### src/pkg/rnp_pkg.sv
// constants and types for the reset, nmi and power-down control block
package rnp_pkg;
   // internal reset sequence length in cpu clocks
   localparam int RESET_SEQ_NS = 5000;
   localparam int CLK_PERIOD_NS = 50;
   localparam int RESET_SEQ_CYC = (RESET_SEQ_NS + CLK_PERIOD_NS - 1)
      / CLK_PERIOD_NS;
   localparam int SEQ_CNT_W = 8;
   // reset source codes held for software
   localparam logic [1:0] SRC_HW = 2'h0;
   localparam logic [1:0] SRC_SW = 2'h1;
   localparam logic [1:0] SRC_WDT = 2'h2;
   // reset values
   localparam logic BIDIR_RST_VAL = 1'b0;
   localparam logic [SEQ_CNT_W-1:0] SEQ_CNT_RST = 8'h00;

   typedef enum logic [1:0] {
      ST_RESET = 2'b00,
      ST_INIT = 2'b01,
      ST_RUN = 2'b10,
      ST_POWERDOWN = 2'b11
   } rnp_state_t;
endpackage
### src/hw/rnp_nmi_edge.sv
// nmi pin synchroniser and falling edge detector
`timescale 1ns/10ps
module rnp_nmi_edge (
   // clock and reset
   input wire logic clk,
   input wire logic rst_b,
   // pin side
   input wire logic nmiPin,
   // core side
   output logic nmiLevel,
   output logic nmiFall
);
   logic sync1_q;
   logic sync2_q;
   logic last_q;

   // two stage synchroniser; idle level is high, matching the pullup
   always_ff @(posedge clk or negedge rst_b) begin
      if (!rst_b) begin
         sync1_q <= 1'b1;
         sync2_q <= 1'b1;
         last_q <= 1'b1;
      end else begin
         sync1_q <= nmiPin;
         sync2_q <= sync1_q;
         last_q <= sync2_q;
      end
   end

   // one pulse per high to low transition
   assign nmiFall = last_q & ~sync2_q;
   assign nmiLevel = sync2_q;
endmodule

### src/hw/rnp_reset_ctrl.sv
// reset indication, nmi trap request and power-down entry control
`timescale 1ns/10ps
// How it works
// - indication driven low during hardware, software or watchdog reset
// - indication stays low after reset until end-of-init instruction executes
// - nmi pin falling edge raises the nmi trap request to the cpu, except while core reset is active
// - power-down instruction with nmi pin low after end-of-init enters power-down mode
// - power-down instruction with nmi pin high is ignored
// - bidirectional reset enable cannot change after end-of-init
// - every reset clears the bidirectional reset enable
// - a watchdog reset taken with bidirectional reset on leaves the watchdog reset flag zero
// - bidir mode: soft resets sample port zero and boot select
// - bidir reset pulls reset input low for whole internal sequence
module rnp_reset_ctrl import rnp_pkg::*; #(
   parameter int SEQ_CYCLES = RESET_SEQ_CYC
) (
   // clock and power-on reset
   input wire logic clk,
   input wire logic rst_b,
   // board pins, reset input is open drain
   input wire logic resetInputPin,
   output logic resetInputPinOut,
   output logic resetInputPinOe_b,
   input wire logic nmiPin,
   input wire logic bootSelectPin,
   output logic resetIndicationOut,
   // core events
   input wire logic softResetReq,
   input wire logic watchdogResetReq,
   input wire logic endOfInitInstr,
   input wire logic powerDownInstr,
   input wire logic wakeFromPowerDown,
   // system config write port
   input wire logic sysCfgWrite,
   input wire logic sysCfgBidirIn,
   // core side status
   output logic coreResetActive,
   output logic bidirResetEnable,
   output logic watchdogResetFlag,
   output logic bootLoaderSelect,
   output logic portZeroSample,
   output logic nmiTrapReq,
   output logic powerDownMode
);
   rnp_state_t state_q;
   logic [SEQ_CNT_W-1:0] seqCnt_q;
   logic pinOe_q;
   logic reset_indication_out_q;
   logic bidir_q;
   logic wdtFlag_q;
   logic boot_q;
   logic sample_q;
   logic nmiReq_q;
   logic pd_q;
   logic coreRst_q;
   logic nmiLevel;
   logic nmiFall;
   logic softSrc;
   logic anySrc;
   logic hwSrc;

   rnp_nmi_edge u_nmi (
      .clk(clk),
      .rst_b(rst_b),
      .nmiPin(nmiPin),
      .nmiLevel(nmiLevel),
      .nmiFall(nmiFall)
   );

   // a low reset input is only a hardware reset when we are not the one
   // pulling it; otherwise our own bidir pulse would retrigger forever
   assign hwSrc = ~resetInputPin & pinOe_q;
   assign softSrc = softResetReq | watchdogResetReq;
   assign anySrc = hwSrc | softSrc;

   // reset sequencer: reset, waiting for end-of-init, running, power-down
   always_ff @(posedge clk or negedge rst_b) begin
      if (!rst_b) begin
         state_q <= ST_RESET;
         seqCnt_q <= SEQ_CNT_RST;
      end else if (anySrc) begin
         state_q <= ST_RESET;
         seqCnt_q <= SEQ_CNT_RST;
      end else begin
         unique case (state_q)
            ST_RESET: begin
               if (seqCnt_q == SEQ_CNT_W'(SEQ_CYCLES - 1)) begin
                  state_q <= ST_INIT;
               end else begin
                  seqCnt_q <= seqCnt_q + 1'b1;
               end
            end
            ST_INIT: begin
               if (endOfInitInstr) begin
                  state_q <= ST_RUN;
               end
            end
            ST_RUN: begin
               // power down only taken with the nmi pin held low
               if (powerDownInstr && !nmiLevel) begin
                  state_q <= ST_POWERDOWN;
               end
            end
            ST_POWERDOWN: begin
               if (wakeFromPowerDown) begin
                  state_q <= ST_RUN;
               end
            end
         endcase
      end
   end

   // indication low from recognition cycle until end-of-init
   always_ff @(posedge clk or negedge rst_b) begin
      if (!rst_b) begin
         reset_indication_out_q <= 1'b0;
         coreRst_q <= 1'b1;
      end else begin
         reset_indication_out_q <= !(anySrc || state_q == ST_RESET ||
            (state_q == ST_INIT && !endOfInitInstr));
         coreRst_q <= anySrc || (state_q == ST_RESET &&
            seqCnt_q != SEQ_CNT_W'(SEQ_CYCLES - 1));
      end
   end

   // open drain pull of reset input across the internal sequence
   always_ff @(posedge clk or negedge rst_b) begin
      if (!rst_b) begin
         pinOe_q <= 1'b1;
      end else if (softSrc && bidir_q) begin
         pinOe_q <= 1'b0;
      end else if (state_q == ST_RESET && !softSrc &&
            seqCnt_q == SEQ_CNT_W'(SEQ_CYCLES - 1)) begin
         pinOe_q <= 1'b1;
      end
   end

   // bidir enable: cleared by any reset, frozen after end-of-init
   always_ff @(posedge clk or negedge rst_b) begin
      if (!rst_b) begin
         bidir_q <= BIDIR_RST_VAL;
      end else if (anySrc) begin
         bidir_q <= BIDIR_RST_VAL;
      end else if (sysCfgWrite && state_q != ST_RUN &&
            state_q != ST_POWERDOWN) begin
         bidir_q <= sysCfgBidirIn;
      end
   end

   // reset cause and port zero sampling; bidir decided at the source cycle
   always_ff @(posedge clk or negedge rst_b) begin
      if (!rst_b) begin
         wdtFlag_q <= 1'b0;
         sample_q <= 1'b1;
         boot_q <= 1'b0;
      end else begin
         sample_q <= 1'b0;
         if (anySrc) begin
            // bidir mode hides watchdog cause
            wdtFlag_q <= watchdogResetReq & ~bidir_q & ~hwSrc;
            // soft resets sample port zero only in bidir mode
            if (hwSrc || bidir_q) begin
               sample_q <= 1'b1;
               boot_q <= ~bootSelectPin;
            end
         end
      end
   end

   // nmi trap request pulse and power-down status
   always_ff @(posedge clk or negedge rst_b) begin
      if (!rst_b) begin
         nmiReq_q <= 1'b0;
         pd_q <= 1'b0;
      end else begin
         nmiReq_q <= nmiFall & ~coreRst_q;
         pd_q <= (state_q == ST_RUN && powerDownInstr && !nmiLevel &&
            !anySrc) || (state_q == ST_POWERDOWN && !wakeFromPowerDown &&
            !anySrc);
      end
   end

   assign resetInputPinOut = 1'b0;
   assign resetInputPinOe_b = pinOe_q;
   assign resetIndicationOut = reset_indication_out_q;
   assign coreResetActive = coreRst_q;
   assign bidirResetEnable = bidir_q;
   assign watchdogResetFlag = wdtFlag_q;
   assign bootLoaderSelect = boot_q;
   assign portZeroSample = sample_q;
   assign nmiTrapReq = nmiReq_q;
   assign powerDownMode = pd_q;
endmodule

### config.mk
export PLATFORM = sky130hd
export DESIGN_NAME = rnp_reset_ctrl
export DESIGN_NICKNAME = d
export VERILOG_FILES = /design/src/pkg/rnp_pkg.sv /design/src/hw/rnp_nmi_edge.sv /design/src/hw/rnp_reset_ctrl.sv
export SDC_FILE = /design/constraint.sdc
export NUM_CORES = 1
export LEC_CHECK = 0
export CORE_MARGIN = 3
export CORE_UTILIZATION = 59
export DETAILED_ROUTE_END_ITERATION = 8
export DONT_BUFFER_PORTS = 1
export PLACE_DENSITY_LB_ADDON = 0.2
export SETUP_SLACK_MARGIN = 0.3
export SLEW_MARGIN = 20
export SYNTH_ARGS = -nofsm -noshare
export SYNTH_HDL_FRONTEND = slang
export SYNTH_SLANG_ARGS = --single-unit
### constraint.sdc
create_clock -name clk -period 2.2 [get_ports clk]
set_input_delay 0.11 -clock clk [delete_from_list [all_inputs] [get_ports clk]]
set_output_delay 0.11 -clock clk [all_outputs]
set_load 0.02 [all_outputs]
* Yosys cells after proc, flatten, opt, wreduce, memory -nomap -nowiden
Index checks and enable logic that the tools add are counted.
** Storage, ports and cells
- Memory bits (read-only) :: 0
- Output and inout port bits :: 10
- Memories :: 0
- Bits in writable memories :: 0
- Register bits :: 22
- Bits in latches :: 0
- Logic and storage cells :: 86
- Input bits :: 12
** Cells by class
- Reduce and logical (&&, ||, !) cells :: 31
- $lt $le $gt $ge :: 0
- Equality and inequality tests :: 12
- $mul :: 0
- Add/subtract/negate cells :: 1
- Muxes and demuxes :: 15
- Shift-type cells :: 0
- Divide/modulo/power cells :: 0
- Bitwise operators :: 13
** Operators by type and width (number)
- $mux 8 :: 3
- $logic_and 1x1->1 :: 13
- $mux 2 :: 5
- $ne 3x3->1 const B :: 3
- $add 8x1->8 const B :: 1
- $eq 8x7->1 const B :: 1
- $ne 8x7->1 const B :: 1
- $pmux 2 s4 :: 1
- $logic_not 1->1 :: 6
- $mux 1 :: 6
- $ne 2x2->1 const B :: 3
- $not 1->1 :: 6
- $reduce_bool 2->1 :: 3
- $and 1x1->1 :: 5
- $logic_or 1x1->1 :: 5
- $eq 2x2->1 const B :: 2
- $reduce_and 2->1 :: 2
- $reduce_and 4->1 :: 1
- $ne 3x2->1 const B :: 1
- $eq 2x1->1 const B :: 1
- $logic_not 2->1 :: 1
- $or 1x1->1 :: 2

* Logic depth before layout (Yosys ltp)
Gate-level depths: netlist of the first run.
- Depth after elaboration :: 6
- Depth in mapped cells :: 5
- Depth with buffers taken out :: 4

* Cells and area by module
Synthesis of the first run repeated with hierarchy kept, for this count alone.
** Unflattened totals
- Cells, all modules :: 93
- Area total of the unflattened synthesis :: 1011.0 µm²
** Modules (own cells, without submodules)
- rnp_reset_ctrl :: seq. area each 479.2 µm², area each 918.4 µm², cells an instance 89, instances 1
- rnp_nmi_edge :: seq. area each 78.8 µm², area each 92.6 µm², cells an instance 4, instances 1

* Worst setup path before layout of the first run
OpenSTA, ideal clock, no wires.
- Path type :: register to register
- Start point :: reg seqCnt_q[0]
- End point :: reg seqCnt_q[6]
- Stages on the path, launching flop included :: 5
- Path buffers :: 0
- Arrival :: 1.492 ns
- Library setup time :: 0.078 ns
- Required time :: 2.122 ns
- Period minus slack after synthesis :: 1.570 ns
- Slack :: 0.630 ns
- Path through :: dfrtp_1 > ha_1 > or3b_4 > or4_1 > a21oi_1
** On the way
- Word-level cells in the longest chain between the ends :: 4
- Elaborated cells on any way between the ends :: 7
- Classes of those cells :: add/sub (1); eq/ne (2); mux (3); reduce/logical (1)
** Ends and longest elaborated chain
- from (decl) :: RTL line rnp_reset_ctrl.sv:46 : logic [SEQ_CNT_W-1:0] seqCnt_q;
- from (signal assigned) :: RTL line rnp_reset_ctrl.sv:90 : seqCnt_q <= seqCnt_q + 1'b1;
- $add 8x1->8 :: RTL line rnp_reset_ctrl.sv:90
- $mux 8 :: RTL line rnp_reset_ctrl.sv:87 : if (seqCnt_q == SEQ_CNT_W'(SEQ_CYCLES - 1)) begin
- $mux 8 :: RTL line rnp_reset_ctrl.sv:85 : unique case (state_q)
- $mux 8 :: RTL line rnp_reset_ctrl.sv:81 : end else if (anySrc) begin
Several ways; a longest one is shown, not always the timed one. The select of a mux whose other input is x is not followed.
A chain may end at the register's enable or synchronous reset.

* Worst setup path after layout of the first run
Ends and elaborated chain as after synthesis.

==> results of run 1 <==
==> cell type report <==
class / count / share of cell area, %
flip-flops and latches: 22 / 51.44
multi-input cells: 62 / 37.14
repair buffers: 7 / 6.459
clock buffers: 3 / 2.076
well taps: 16 / 1.845
inverters: 3 / 1.038
==> power groups by stage <==
stage               logic (uW)  clock network (uW)  registers (uW)
floorplan                 26.5                   0             450
global placement          27.8                   0             453
detailed placement        29.2                   0             453
CTS                       46.9                 179             446
global route              53.3                 201             448
finish                    47.0                 171             446
==> synthesized netlist by cell type (all sizes together) (3+ instances only) <==
cell,number
a21oi,7
o21ai,5
dfstp,6
inv,3
dfrtp,16
nand3,5
o31ai,3
or3,3
mux2i,4
nand2,6
nor2,5
nor3b,3
==> cells by family after synthesis <==
group | synth area share, %
AO/OA/AOI/OAI | 12.55
adder cells (fa/ha/maj) | 1.267
buffers and inverters | 2.662
flip-flops | 56.53
multiplexers | 4.056
other | 0.3799
AND/OR/NAND/NOR | 22.56
==> worst paths after layout <==
check / from / end / slack (ns) / cells after the start
min in group asynchronous: rst_b / seqCnt_q[4]$_DFFE_PN0P_ / 0.39 / 1
worst max-delay path: seqCnt_q[0]$_DFFE_PN0P_ / seqCnt_q[6]$_DFFE_PN0P_ / 0.49 / 4
worst min register to register: u_nmi.sync1_q$_DFF_PN1_ / u_nmi.nmiLevel$_DFF_PN1_ / 0.38 / 0
worst min-delay path: watchdogResetReq / watchdogResetFlag$_DFFE_PN0P_ / 0.04 / 2
worst max register to register: seqCnt_q[0]$_DFFE_PN0P_ / seqCnt_q[6]$_DFFE_PN0P_ / 0.49 / 4
max in group asynchronous: rst_b / state_q[0]$_DFFE_PN0P_ / 1.25 / 1
==> cells in the final DEF (no fill, tap or decap), types with 2 or more instances in the layout <==
cell           instances
dfrtp_1               16
o21ai_0                5
nand3_1                5
mux2i_1                4
dlygate4sd3_1          7
nor2_1                 5
o31ai_1                3
nor2b_1                2
inv_1                  3
clkbuf_4               3
dfstp_2                6
nand2_1                6
nor4b_1                2
or3_1                  2
a21oi_1                7
or4_1                  2
nor3b_1                3
==> routing by layer <==
metal	up-vias	part of all wire, %	global-route usage, %
met5	-	0	0
met4	0	0.95	11.05
met3	2	5.4	5.364
met2	16	51	34.96
met1	355	42	25.00
li1	336	-	-
==> state kept, by name, summed over array words and instances (netlist names) <==
register,cells
u_nmi.last_q,1
portZeroSample,1
coreResetActive,1
watchdogResetFlag,1
bootLoaderSelect,1
u_nmi.nmiLevel,1
u_nmi.sync1_q,1
powerDownMode,1
resetInputPinOe_b,1
nmiTrapReq,1
seqCnt_q,8
state_q,2
resetIndicationOut,1
bidirResetEnable,1
==> through the flow <==
| step | setup WS [ns] | util [%] | hold WS [ns] |
|---|---|---|---|
| 4_1_cts | 0.4912 | 70.37 | 0.01973 |
| 3_3_place_gp | 0.5903 | 64.37 | -0.1850 |
| 5_1_grt | 0.3659 | 70.37 | 0.02520 |
| 6_report | 0.4900 | 70.37 | 0.04122 |
| 3_5_place_dp | 0.5187 | 64.37 | -0.1850 |
| 2_1_floorplan | 0.6302 | - | -0.1856 |
==> worst register-to-register path, delay by kind of cell, from the launching register on <==
| family | cells | cell delay (ns) |
|---|---|---|
| adders and majority gates | 1 | 0.20 |
| DFF | 1 | 0.41 |
| AOI/OAI and AO/OA | 1 | 0.15 |
| and+or+nand+nor | 2 | 0.88 |
==> metrics.cfg, run 1 <==
[setup_path]
cp_max_fo = 5
worst_setup_path_end_kind = flop
cp.arrival_ns = 1.93
crit_path_top_delay_cell = or4_1
crit_family = simple AND/OR/NAND/NOR gates
worstPathRequired_ns = 2.42
cp_num_buf_inv = 0
crit_chain = ha_1 > or3b_4 > or4_1 > a21oi_1
startpoint_type = flop
timing.critical_path.slowest_cell_delay_ns = 0.47
worstSetupPathType = flop to flop

[sta]
period_minus_slack_ns = 1.710
tightestPinTransition_ns = 0.9200
max-slew-margin-rel_pct = 38.46
setup_viol = 0
fmax_mhz = 584.8
hold_violations = 0
tns_ns = 0
rsz0062_at_grt = no
skew_ns = 0.002740
slew_viol_final = 0
fin_crit_sh_pct = 77.73

[placed_design]
placedInstanceArea_sq_um = 992.2
routabilityCongestion = 0.7756
port_buffers = 0
dpl.hpwl_mm = 1.358
numPlacedInstances = 103

[routing]
drtPass1Iterations = 4
num_vias = 709
ant_nets = 0
drc = 0
detail_route.wl_per_cell_microns = 16.73
first_iter_violations = 12
vias_per_cell = 6.274
routed_wl_mm = 1.890

[clock_tree]
htree_num_levels = 1
cts_setup_buffers = 0
cts_hold_buf = 7
clk_path_buf_depth = 2
cts_tree = yes
clockRootBuffer = clkbuf_4
clkTransAtPathRegs_ns = 0.11
clock-sinks = 22
clock_latency_ns = 0.29
post_cts_resized = 0
numCtsBuffers = 3

[pwr]
p_sw_uw = 157.0
seqPwrFrac_pct = 67.2
p_leak_uw = 0.0004517
ir_worst_vdd_v = 0.0005007
p_comb_share_pct = 7.1
clkPwrFrac_pct = 25.7
swShare_pct = 23.64
cellPowerDensity_nw_per_um2 = 612.2
intPower_uw = 507.1
power_uw = 664.1

[floorplan]
core_sq_um = 1541
start_util_pct = 64.04
dieArea_sq_um = 2200
die_h_microns = 46.91
ios = 22
rows = 14
die_width_microns = 46.91

[final_layout]
nNetsFinal = 112
fillers = 118
drive_gt1_share_pct = 14.43
syn_to_final_growth_pct = 9.886
finalNonFillerCells = 113
final_cell_area_sq_um = 1085
antenna_cells = 0
multi_input_area_sq_um = 402.9
seqCellArea_sq_um = 558.0

[synthesis]
synth_cells = 90
yosys_warnings = 0
ys_seq_area_share_pct = 56.53
synth_top_area_share_pct = 40.56
netlist_area_sq_um = 987.2
post_synth.cell_area_avg_sq_um = 10.97
netlist_top_cells_area = dfrtp_1, dfstp_2, mux2i_1
synth-seq-cells = 22
synth_fp_nets = 103
synth_edf_count = 0
synth_top_cell_by_area = dfrtp_1
ys_async_sr_fraction_pct = 100.0
ys.flop_type = dfrtp_1
yosysUniqueCellTypes = 33

[global_routing]
grt_pass1_wl_mm = 3.187
grt_pass1_vias = 717
grt-ovfl-total = 0
grt_max_degree = 23
antenna_found_initial = 0
grt_use_total_pct = 21.06

[run]
cap_violations = 0

[run_status]
outcome = completed

[hold_path]
hold_path.class = primary input to flop

Power figures use the tool's default switching activity.
==> run 2: changes to the inputs <==
--- a/config.mk
+++ b/config.mk
@@ -5,8 +5,9 @@
 export SDC_FILE = /design/constraint.sdc
 export NUM_CORES = 1
 export LEC_CHECK = 0
+export ABC_AREA = 1
 export CORE_MARGIN = 3
-export CORE_UTILIZATION = 59
+export CORE_UTILIZATION = 60
 export DETAILED_ROUTE_END_ITERATION = 8
 export DONT_BUFFER_PORTS = 1
 export PLACE_DENSITY_LB_ADDON = 0.2
==> constraint.sdc (replaced) <==
create_clock -name clk -period 1.6 [get_ports clk]
set_input_delay 0.08 -clock clk [delete_from_list [all_inputs] [get_ports clk]]
set_output_delay 0.08 -clock clk [all_outputs]
set_load 0.02 [all_outputs]
==> run 2 against run 1 <==
  * Wire length rose by 76%
  * Final cell count rose by 56%
  * Sequential share of layout area is 13 points lower
  * Clock power rose to 2.5 times the previous value
  * Highest routed layer unchanged
  * Non-clock buffer count is 15 higher
  * Critical path depth rose by 2
  * Fmax increased by 28%
  * Total power grew 79%
  * Global-route usage rose by 5.2 points
  * Cell area increased by 35%
  * Combinational power rose to 3.0 times the previous value
==> metrics.cfg, run 2 <==
[pwr]
cellPowerDensity_nw_per_um2 = 810.2
p_sw_uw = 299.4
p_comb_share_pct = 11.8
seqPwrFrac_pct = 51.6
intPower_uw = 890.7
clkPwrFrac_pct = 36.6
ir_worst_vdd_v = 0.0008216
swShare_pct = 25.16
p_leak_uw = 0.0006722

[sta]
tns_ns = 0
setup_viol = 0
fmax_mhz = 750.4
period_minus_slack_ns = 1.333
max-slew-margin-rel_pct = 36.10
skew_ns = 0.007558
rsz0062_at_grt = yes
slew_viol_final = 0
fin_crit_sh_pct = 83.29
tightestPinTransition_ns = 0.9554
hold_slack_ns = 0.001631
hold_violations = 0

[synthesis]
netlist_top_cells_area = dfrtp_1, dfstp_2, nand2_1
ys.flop_type = dfrtp_1
ys_seq_area_share_pct = 50.28
synth_top_area_share_pct = 36.08
synth_edf_count = 0
yosys_warnings = 0
post_synth.cell_area_avg_sq_um = 8.808
ys_top_cells_by_count = nand2_1, nand3_1, dfrtp_1
yosysUniqueCellTypes = 27
synth_cells = 126
netlist_area_sq_um = 1110
ys_async_sr_fraction_pct = 100.0
yosysMostFrequentCell = nand2_1
synth_fp_nets = 139
synth_top_cell_by_area = dfrtp_1
synth-seq-cells = 22

[setup_path]
worstSetupPathType = flop to flop
startpoint_type = flop
cp_max_fo = 6
worstPathRequired_ns = 1.82
cp.arrival_ns = 1.55
worst_setup_path_end_kind = flop

[clock_tree]
clkTransAtPathRegs_ns = 0.13
clock-sinks = 22
cts_tree = yes
clockRootBuffer = clkbuf_4
clock_latency_ns = 0.32
htree_num_levels = 1
numCtsBuffers = 3
clk_path_buf_depth = 2

[final_layout]
seqCellArea_sq_um = 561.8
nNetsFinal = 166
top_register = seqCnt_q
layout_common_cells = nand2_1, nand3_1, dfrtp_1, buf_4, nor2_1
reg_top3 = seqCnt_q (8), state_q (2)
largest_reg_flops = 8
syn_to_final_growth_pct = 32.36
fillers = 74
drive_gt1_share_pct = 36.18
multi_input_area_sq_um = 565.5
antenna_cells = 0
final_cell_area_sq_um = 1469
fin_util_pct = 90.17
final_common_cell = nand2_1

[routing]
first_iter_violations = 52
drtPass1Iterations = 4
vias_per_cell = 6.227
ant_nets = 0
drc = 0
num_vias = 1096
routed_wl_mm = 3.327
detail_route.wl_per_cell_microns = 18.90

[floorplan]
die_width_microns = 49.01
start_util_pct = 68.13
ios = 22
rows = 14
dieArea_sq_um = 2402
core_sq_um = 1629
die_h_microns = 49.01

[global_routing]
grt_pass1_wl_mm = 4.761
grt_max_degree = 23
grt_use_total_pct = 26.27
grt_pass1_vias = 966
antenna_found_initial = 0
grt-ovfl-total = 0

[placed_design]
routabilityCongestion = 0.8418
port_buffers = 0
dpl.hpwl_mm = 1.456
placedInstanceArea_sq_um = 1121

[hold_path]
hold_path.class = primary input to flop

[run_status]
outcome = completed

[run]
cap_violations = 0

## run 2: metrics by stage
step / power [uW] / cells / setup WS [ns]
after floorplan: 681.7 / 126 / 0.3291
after CTS: 1169 / 169 / 0.3248
after detailed placement: 693.9 / 148 / 0.1865
after global placement: 689.7 / 148 / 0.2107
after global routing: 1243 / 176 / 0.2262
final: 1190 / 176 / 0.2674
## run 2: path summary, 6_finish.rpt
kind / to / cells after the start / start / slack (ns)
worst max register to register: seqCnt_q[4]$_DFFE_PN0P_ / 6 / resetInputPinOe_b$_DFFE_PN1P_ / 0.27
worst min register to register: u_nmi.nmiLevel$_DFF_PN1_ / 0 / u_nmi.sync1_q$_DFF_PN1_ / 0.37
max in group asynchronous: seqCnt_q[3]$_DFFE_PN0P_ / 1 / rst_b / 0.62
worst min-delay path: portZeroSample$_DFF_PN1_ / 3 / resetInputPin / 0.002
min in group asynchronous: resetIndicationOut$_DFF_PN0_ / 1 / rst_b / 0.34
worst max-delay path: seqCnt_q[4]$_DFFE_PN0P_ / 6 / resetInputPinOe_b$_DFFE_PN1P_ / 0.27
## run 2: cell type report
| type | count | share of cell area, % |
|---|---|---|
| Multi-Input combinational cell | 90 | 38.50 |
| Sequential cell | 22 | 38.25 |
| Timing Repair Buffer | 22 | 12.78 |
| Inverter | 13 | 4.259 |
| Clock inverter | 1 | 2.044 |
| Tap cell | 24 | 2.044 |
| Clock buffer | 3 | 1.533 |
| Timing Repair inverter | 1 | 0.5963 |
## run 2: kinds of logic (layout without fill, tap and decap cells)
| group | count (synthesis) | after routing | share of synthesized area, % |
|---|---|---|---|
| adder cells (fa/ha/maj) | 1 | 1 | 1.127 |
| AND/OR/NAND/NOR | 76 | 76 | 35.17 |
| buffers and inverters | 15 | 40 | 6.652 |
| other | 1 | 1 | 0.3379 |
| flip-flops | 22 | 22 | 50.28 |
| AO/OA/AOI/OAI | 11 | 12 | 6.425 |
## run 2: worst max-delay path, cell delays in order, from the launching register on
cell	delay (ns)
dfstp_2	0.66
nand2_4	0.10
nand2_8	0.10
clkinv_8	0.07
buf_4	0.14
nand3_1	0.09
nand2_1	0.06
## run 2: repair_timing
item,CTS,global route
pin swaps,3,8
endpoints found under the setup margin,10,9
resized for setup,8,15
gates cloned,2,0
setup buffers,6,7
hold buffers,9,0
hold endpoints to repair,28,0
## run 2: power by group through the flow
| stage | combinational (uW) | clock (uW) | sequential (uW) |
|---|---|---|---|
| 6_report | 141 | 435 | 614 |
| 5_1_grt | 153 | 474 | 617 |
| 3_5_place_dp | 69.2 | 0 | 625 |
| 4_1_cts | 125 | 432 | 612 |
| 3_3_place_gp | 67.2 | 0 | 623 |
| 2_1_floorplan | 61.9 | 0 | 620 |
## run 2: routing by layer
| layer | GRT usage (%) | routed length, microns |
|---|---|---|
| met4 | 8.057 | 105 |
| met3 | 4.893 | 237 |
| met1 | 33.66 | 1322 |
| met5 | 0 | 0 |
| met2 | 44.80 | 1662 |
==> run 3: changes to the inputs <==
--- a/config.mk
+++ b/config.mk
@@ -5,9 +5,9 @@
 export SDC_FILE = /design/constraint.sdc
 export NUM_CORES = 1
 export LEC_CHECK = 0
-export ABC_AREA = 1
+export ABC_AREA = 0
 export CORE_MARGIN = 3
-export CORE_UTILIZATION = 60
+export CORE_UTILIZATION = 59
 export DETAILED_ROUTE_END_ITERATION = 8
 export DONT_BUFFER_PORTS = 1
 export PLACE_DENSITY_LB_ADDON = 0.2
==> constraint.sdc (replaced) <==
create_clock -name clk -period 1.3 [get_ports clk]
set_input_delay 0.065 -clock clk [delete_from_list [all_inputs] [get_ports clk]]
set_output_delay 0.065 -clock clk [all_outputs]
set_load 0.02 [all_outputs]
==> run 3 against run 2 <==
  * The flow now finishes with violations (hold timing, setup timing)
  * Largest power group unchanged
  * Register-to-register slack worse by 0.67 ns
  * Flip-flop and latch count unchanged
  * Critical path type unchanged
  * Total power up 7.4%
  * Combinational power up 3%
  * Non-clock buffer count up 5
  * Clock skew up 0.0047 ns
  * Critical path depth down 2
  * Die area down 8.4%
  * Worst setup slack worse by 0.67 ns
==> metrics.cfg, run 3 (synthesized netlist as in run 1, its figures left out) <==
[routing]
first_iter_violations = 41
detail_route.wl_per_cell_microns = 25.49
vias_per_cell = 6.925
ant_nets = 0
num_vias = 928
drtPass1Iterations = 4
routed_wl_mm = 3.416
drc = 0

[placed_design]
dpl.hpwl_mm = 1.699
port_buffers = 0
routabilityCongestion = 0.7183

[clock_tree]
clkTransAtPathRegs_ns = 0.13
htree_num_levels = 1
clk_path_buf_depth = 2
clockRootBuffer = clkbuf_4
numCtsBuffers = 3
clock_latency_ns = 0.31
clock-sinks = 22
cts_tree = yes

[final_layout]
largest_reg_flops = 8
antenna_cells = 0
fin_util_pct = 93.75
reg_top3 = seqCnt_q (8), state_q (2)
syn_to_final_growth_pct = 46.39
drive_gt1_share_pct = 46.61
top_register = seqCnt_q
layout_common_cells = dfrtp_1, buf_4, buf_6
final_common_cell = dfrtp_1
fillers = 49
nNetsFinal = 132

[global_routing]
grt_use_total_pct = 32.22
grt-ovfl-total = 0
grt_pass1_wl_mm = 4.733
grt_pass1_vias = 922
antenna_found_initial = 0
grt_max_degree = 23

[sta]
hold_violations = 16
tightestPinTransition_ns = 0.9904
slew_viol_final = 0
fin_crit_sh_pct = 131.2
tns_ns = -2.308
rsz0062_at_grt = yes
setup_viol = 12
layout_setup_ws_ns = -0.4060
period_minus_slack_ns = 1.706
hold_slack_ns = -0.02923
fmax_mhz = 586.2
skew_ns = 0.01221
max-slew-margin-rel_pct = 33.97

[setup_path]
crit_family = simple AND/OR/NAND/NOR gates
worstPathRequired_ns = 1.54
cp_num_buf_inv = 0
worstSetupPathType = flop to flop
crit_chain = ha_2 > or3b_4 > or3_2 > a21oi_1
cp.arrival_ns = 1.94
crit_path_top_delay_cell = or3_2
worst_setup_path_end_kind = flop
r2r_slack_ns = -0.41
timing.critical_path.slowest_cell_delay_ns = 0.49
cp_max_fo = 3
startpoint_type = flop

[pwr]
seqPwrFrac_pct = 59.1
cellPowerDensity_nw_per_um2 = 884.2
p_leak_uw = 0.0006141
intPower_uw = 953.1
clkPwrFrac_pct = 29.6
ir_worst_vdd_v = 0.001007
p_sw_uw = 324.7
p_comb_share_pct = 11.3
swShare_pct = 25.41

[floorplan]
core_sq_um = 1541
start_util_pct = 64.04
die_width_microns = 46.91
dieArea_sq_um = 2200
rows = 14
ios = 22
die_h_microns = 46.91

[hold_path]
hold_path.class = primary input to async pin

[run_status]
outcome = finished with violations
violations = hold timing, setup timing

[run]
cap_violations = 0

[run 3: changes by cell type in the layout (fill, tap and decap cells not counted), moves of 3 or more]
cell | previous run | this run
nor2_1 | 11 | 4
buf_6 | 0 | 8
nand3_1 | 14 | 3
inv_1 | 8 | 3
nor2_4 | 6 | 1
inv_2 | 3 | 0
nand2_1 | 24 | 4
nand3_2 | 5 | 2
dlygate4sd3_1 | 9 | 6
mux2i_1 | 0 | 4
nand4_1 | 3 | 0
o21ai_1 | 3 | 0
o21ai_0 | 2 | 5
nand2_2 | 5 | 0
[run 3: layout make-up]
type	instances	area (sq um)	area share, %
Inverter	3	11.26	0.7792
Multi-Input combinational cell	62	558.0	38.61
Sequential cell	22	559.3	38.70
Tap cell	16	20.02	1.385
Clock buffer	4	36.28	2.511
Timing Repair Buffer	27	260.3	18.01
[run 3: power groups by stage]
stage	Clock, uW	Sequential [uW]	Combinational (uW)
3_5_place_dp	0	760	79.1
5_1_grt	412	758	150
3_3_place_gp	0	758	73.7
2_1_floorplan	0	762	53.9
6_report	378	755	145
4_1_cts	370	749	123
[run 3: worst paths after layout]
kind | depth (start not counted) | from | endpoint
max | 4 | seqCnt_q[1]$_DFFE_PN0P_ | seqCnt_q[4]$_DFFE_PN0P_
min in group clk | 2 | watchdogResetReq | watchdogResetFlag$_DFFE_PN0P_
max reg2reg | 4 | seqCnt_q[1]$_DFFE_PN0P_ | seqCnt_q[4]$_DFFE_PN0P_
max in group asynchronous | 1 | rst_b | watchdogResetFlag$_DFFE_PN0P_
min reg2reg | 0 | u_nmi.sync1_q$_DFF_PN1_ | u_nmi.nmiLevel$_DFF_PN1_
min | 1 | rst_b | resetIndicationOut$_DFF_PN0_
[run 3: timing repair]
| item | in CTS | in global routing |
|---|---|---|
| endpoints found under the hold margin | 30 | 0 |
| hold buffers | 7 | 0 |
| gates resized for setup | 21 | 15 |
| setup endpoints to repair | 18 | 36 |
| setup buffers | 3 | 2 |
| pin swaps | 9 | 5 |
[run 3: stage by stage]
step | total power, uW | instances | worst slack [ns] | cell area, sq um
floorplan | 815.7 | 90 | -0.2627 | 1030
global placement | 831.5 | 118 | -0.2507 | 1127
CTS | 1242 | 132 | -0.3293 | 1361
detailed placement | 838.9 | 118 | -0.3148 | 1127
finish | 1278 | 134 | -0.4060 | 1445
global route | 1321 | 134 | -0.4488 | 1445
[run 3: metal layers]
layer | wire (microns) | track usage, % | up-vias
met1 | 1277 | 38.35 | 452
li1 | - | - | 381
met3 | 268 | 8.429 | 26
met5 | 0 | 0 | -
met2 | 1681 | 51.76 | 69
met4 | 188 | 19.89 | 0
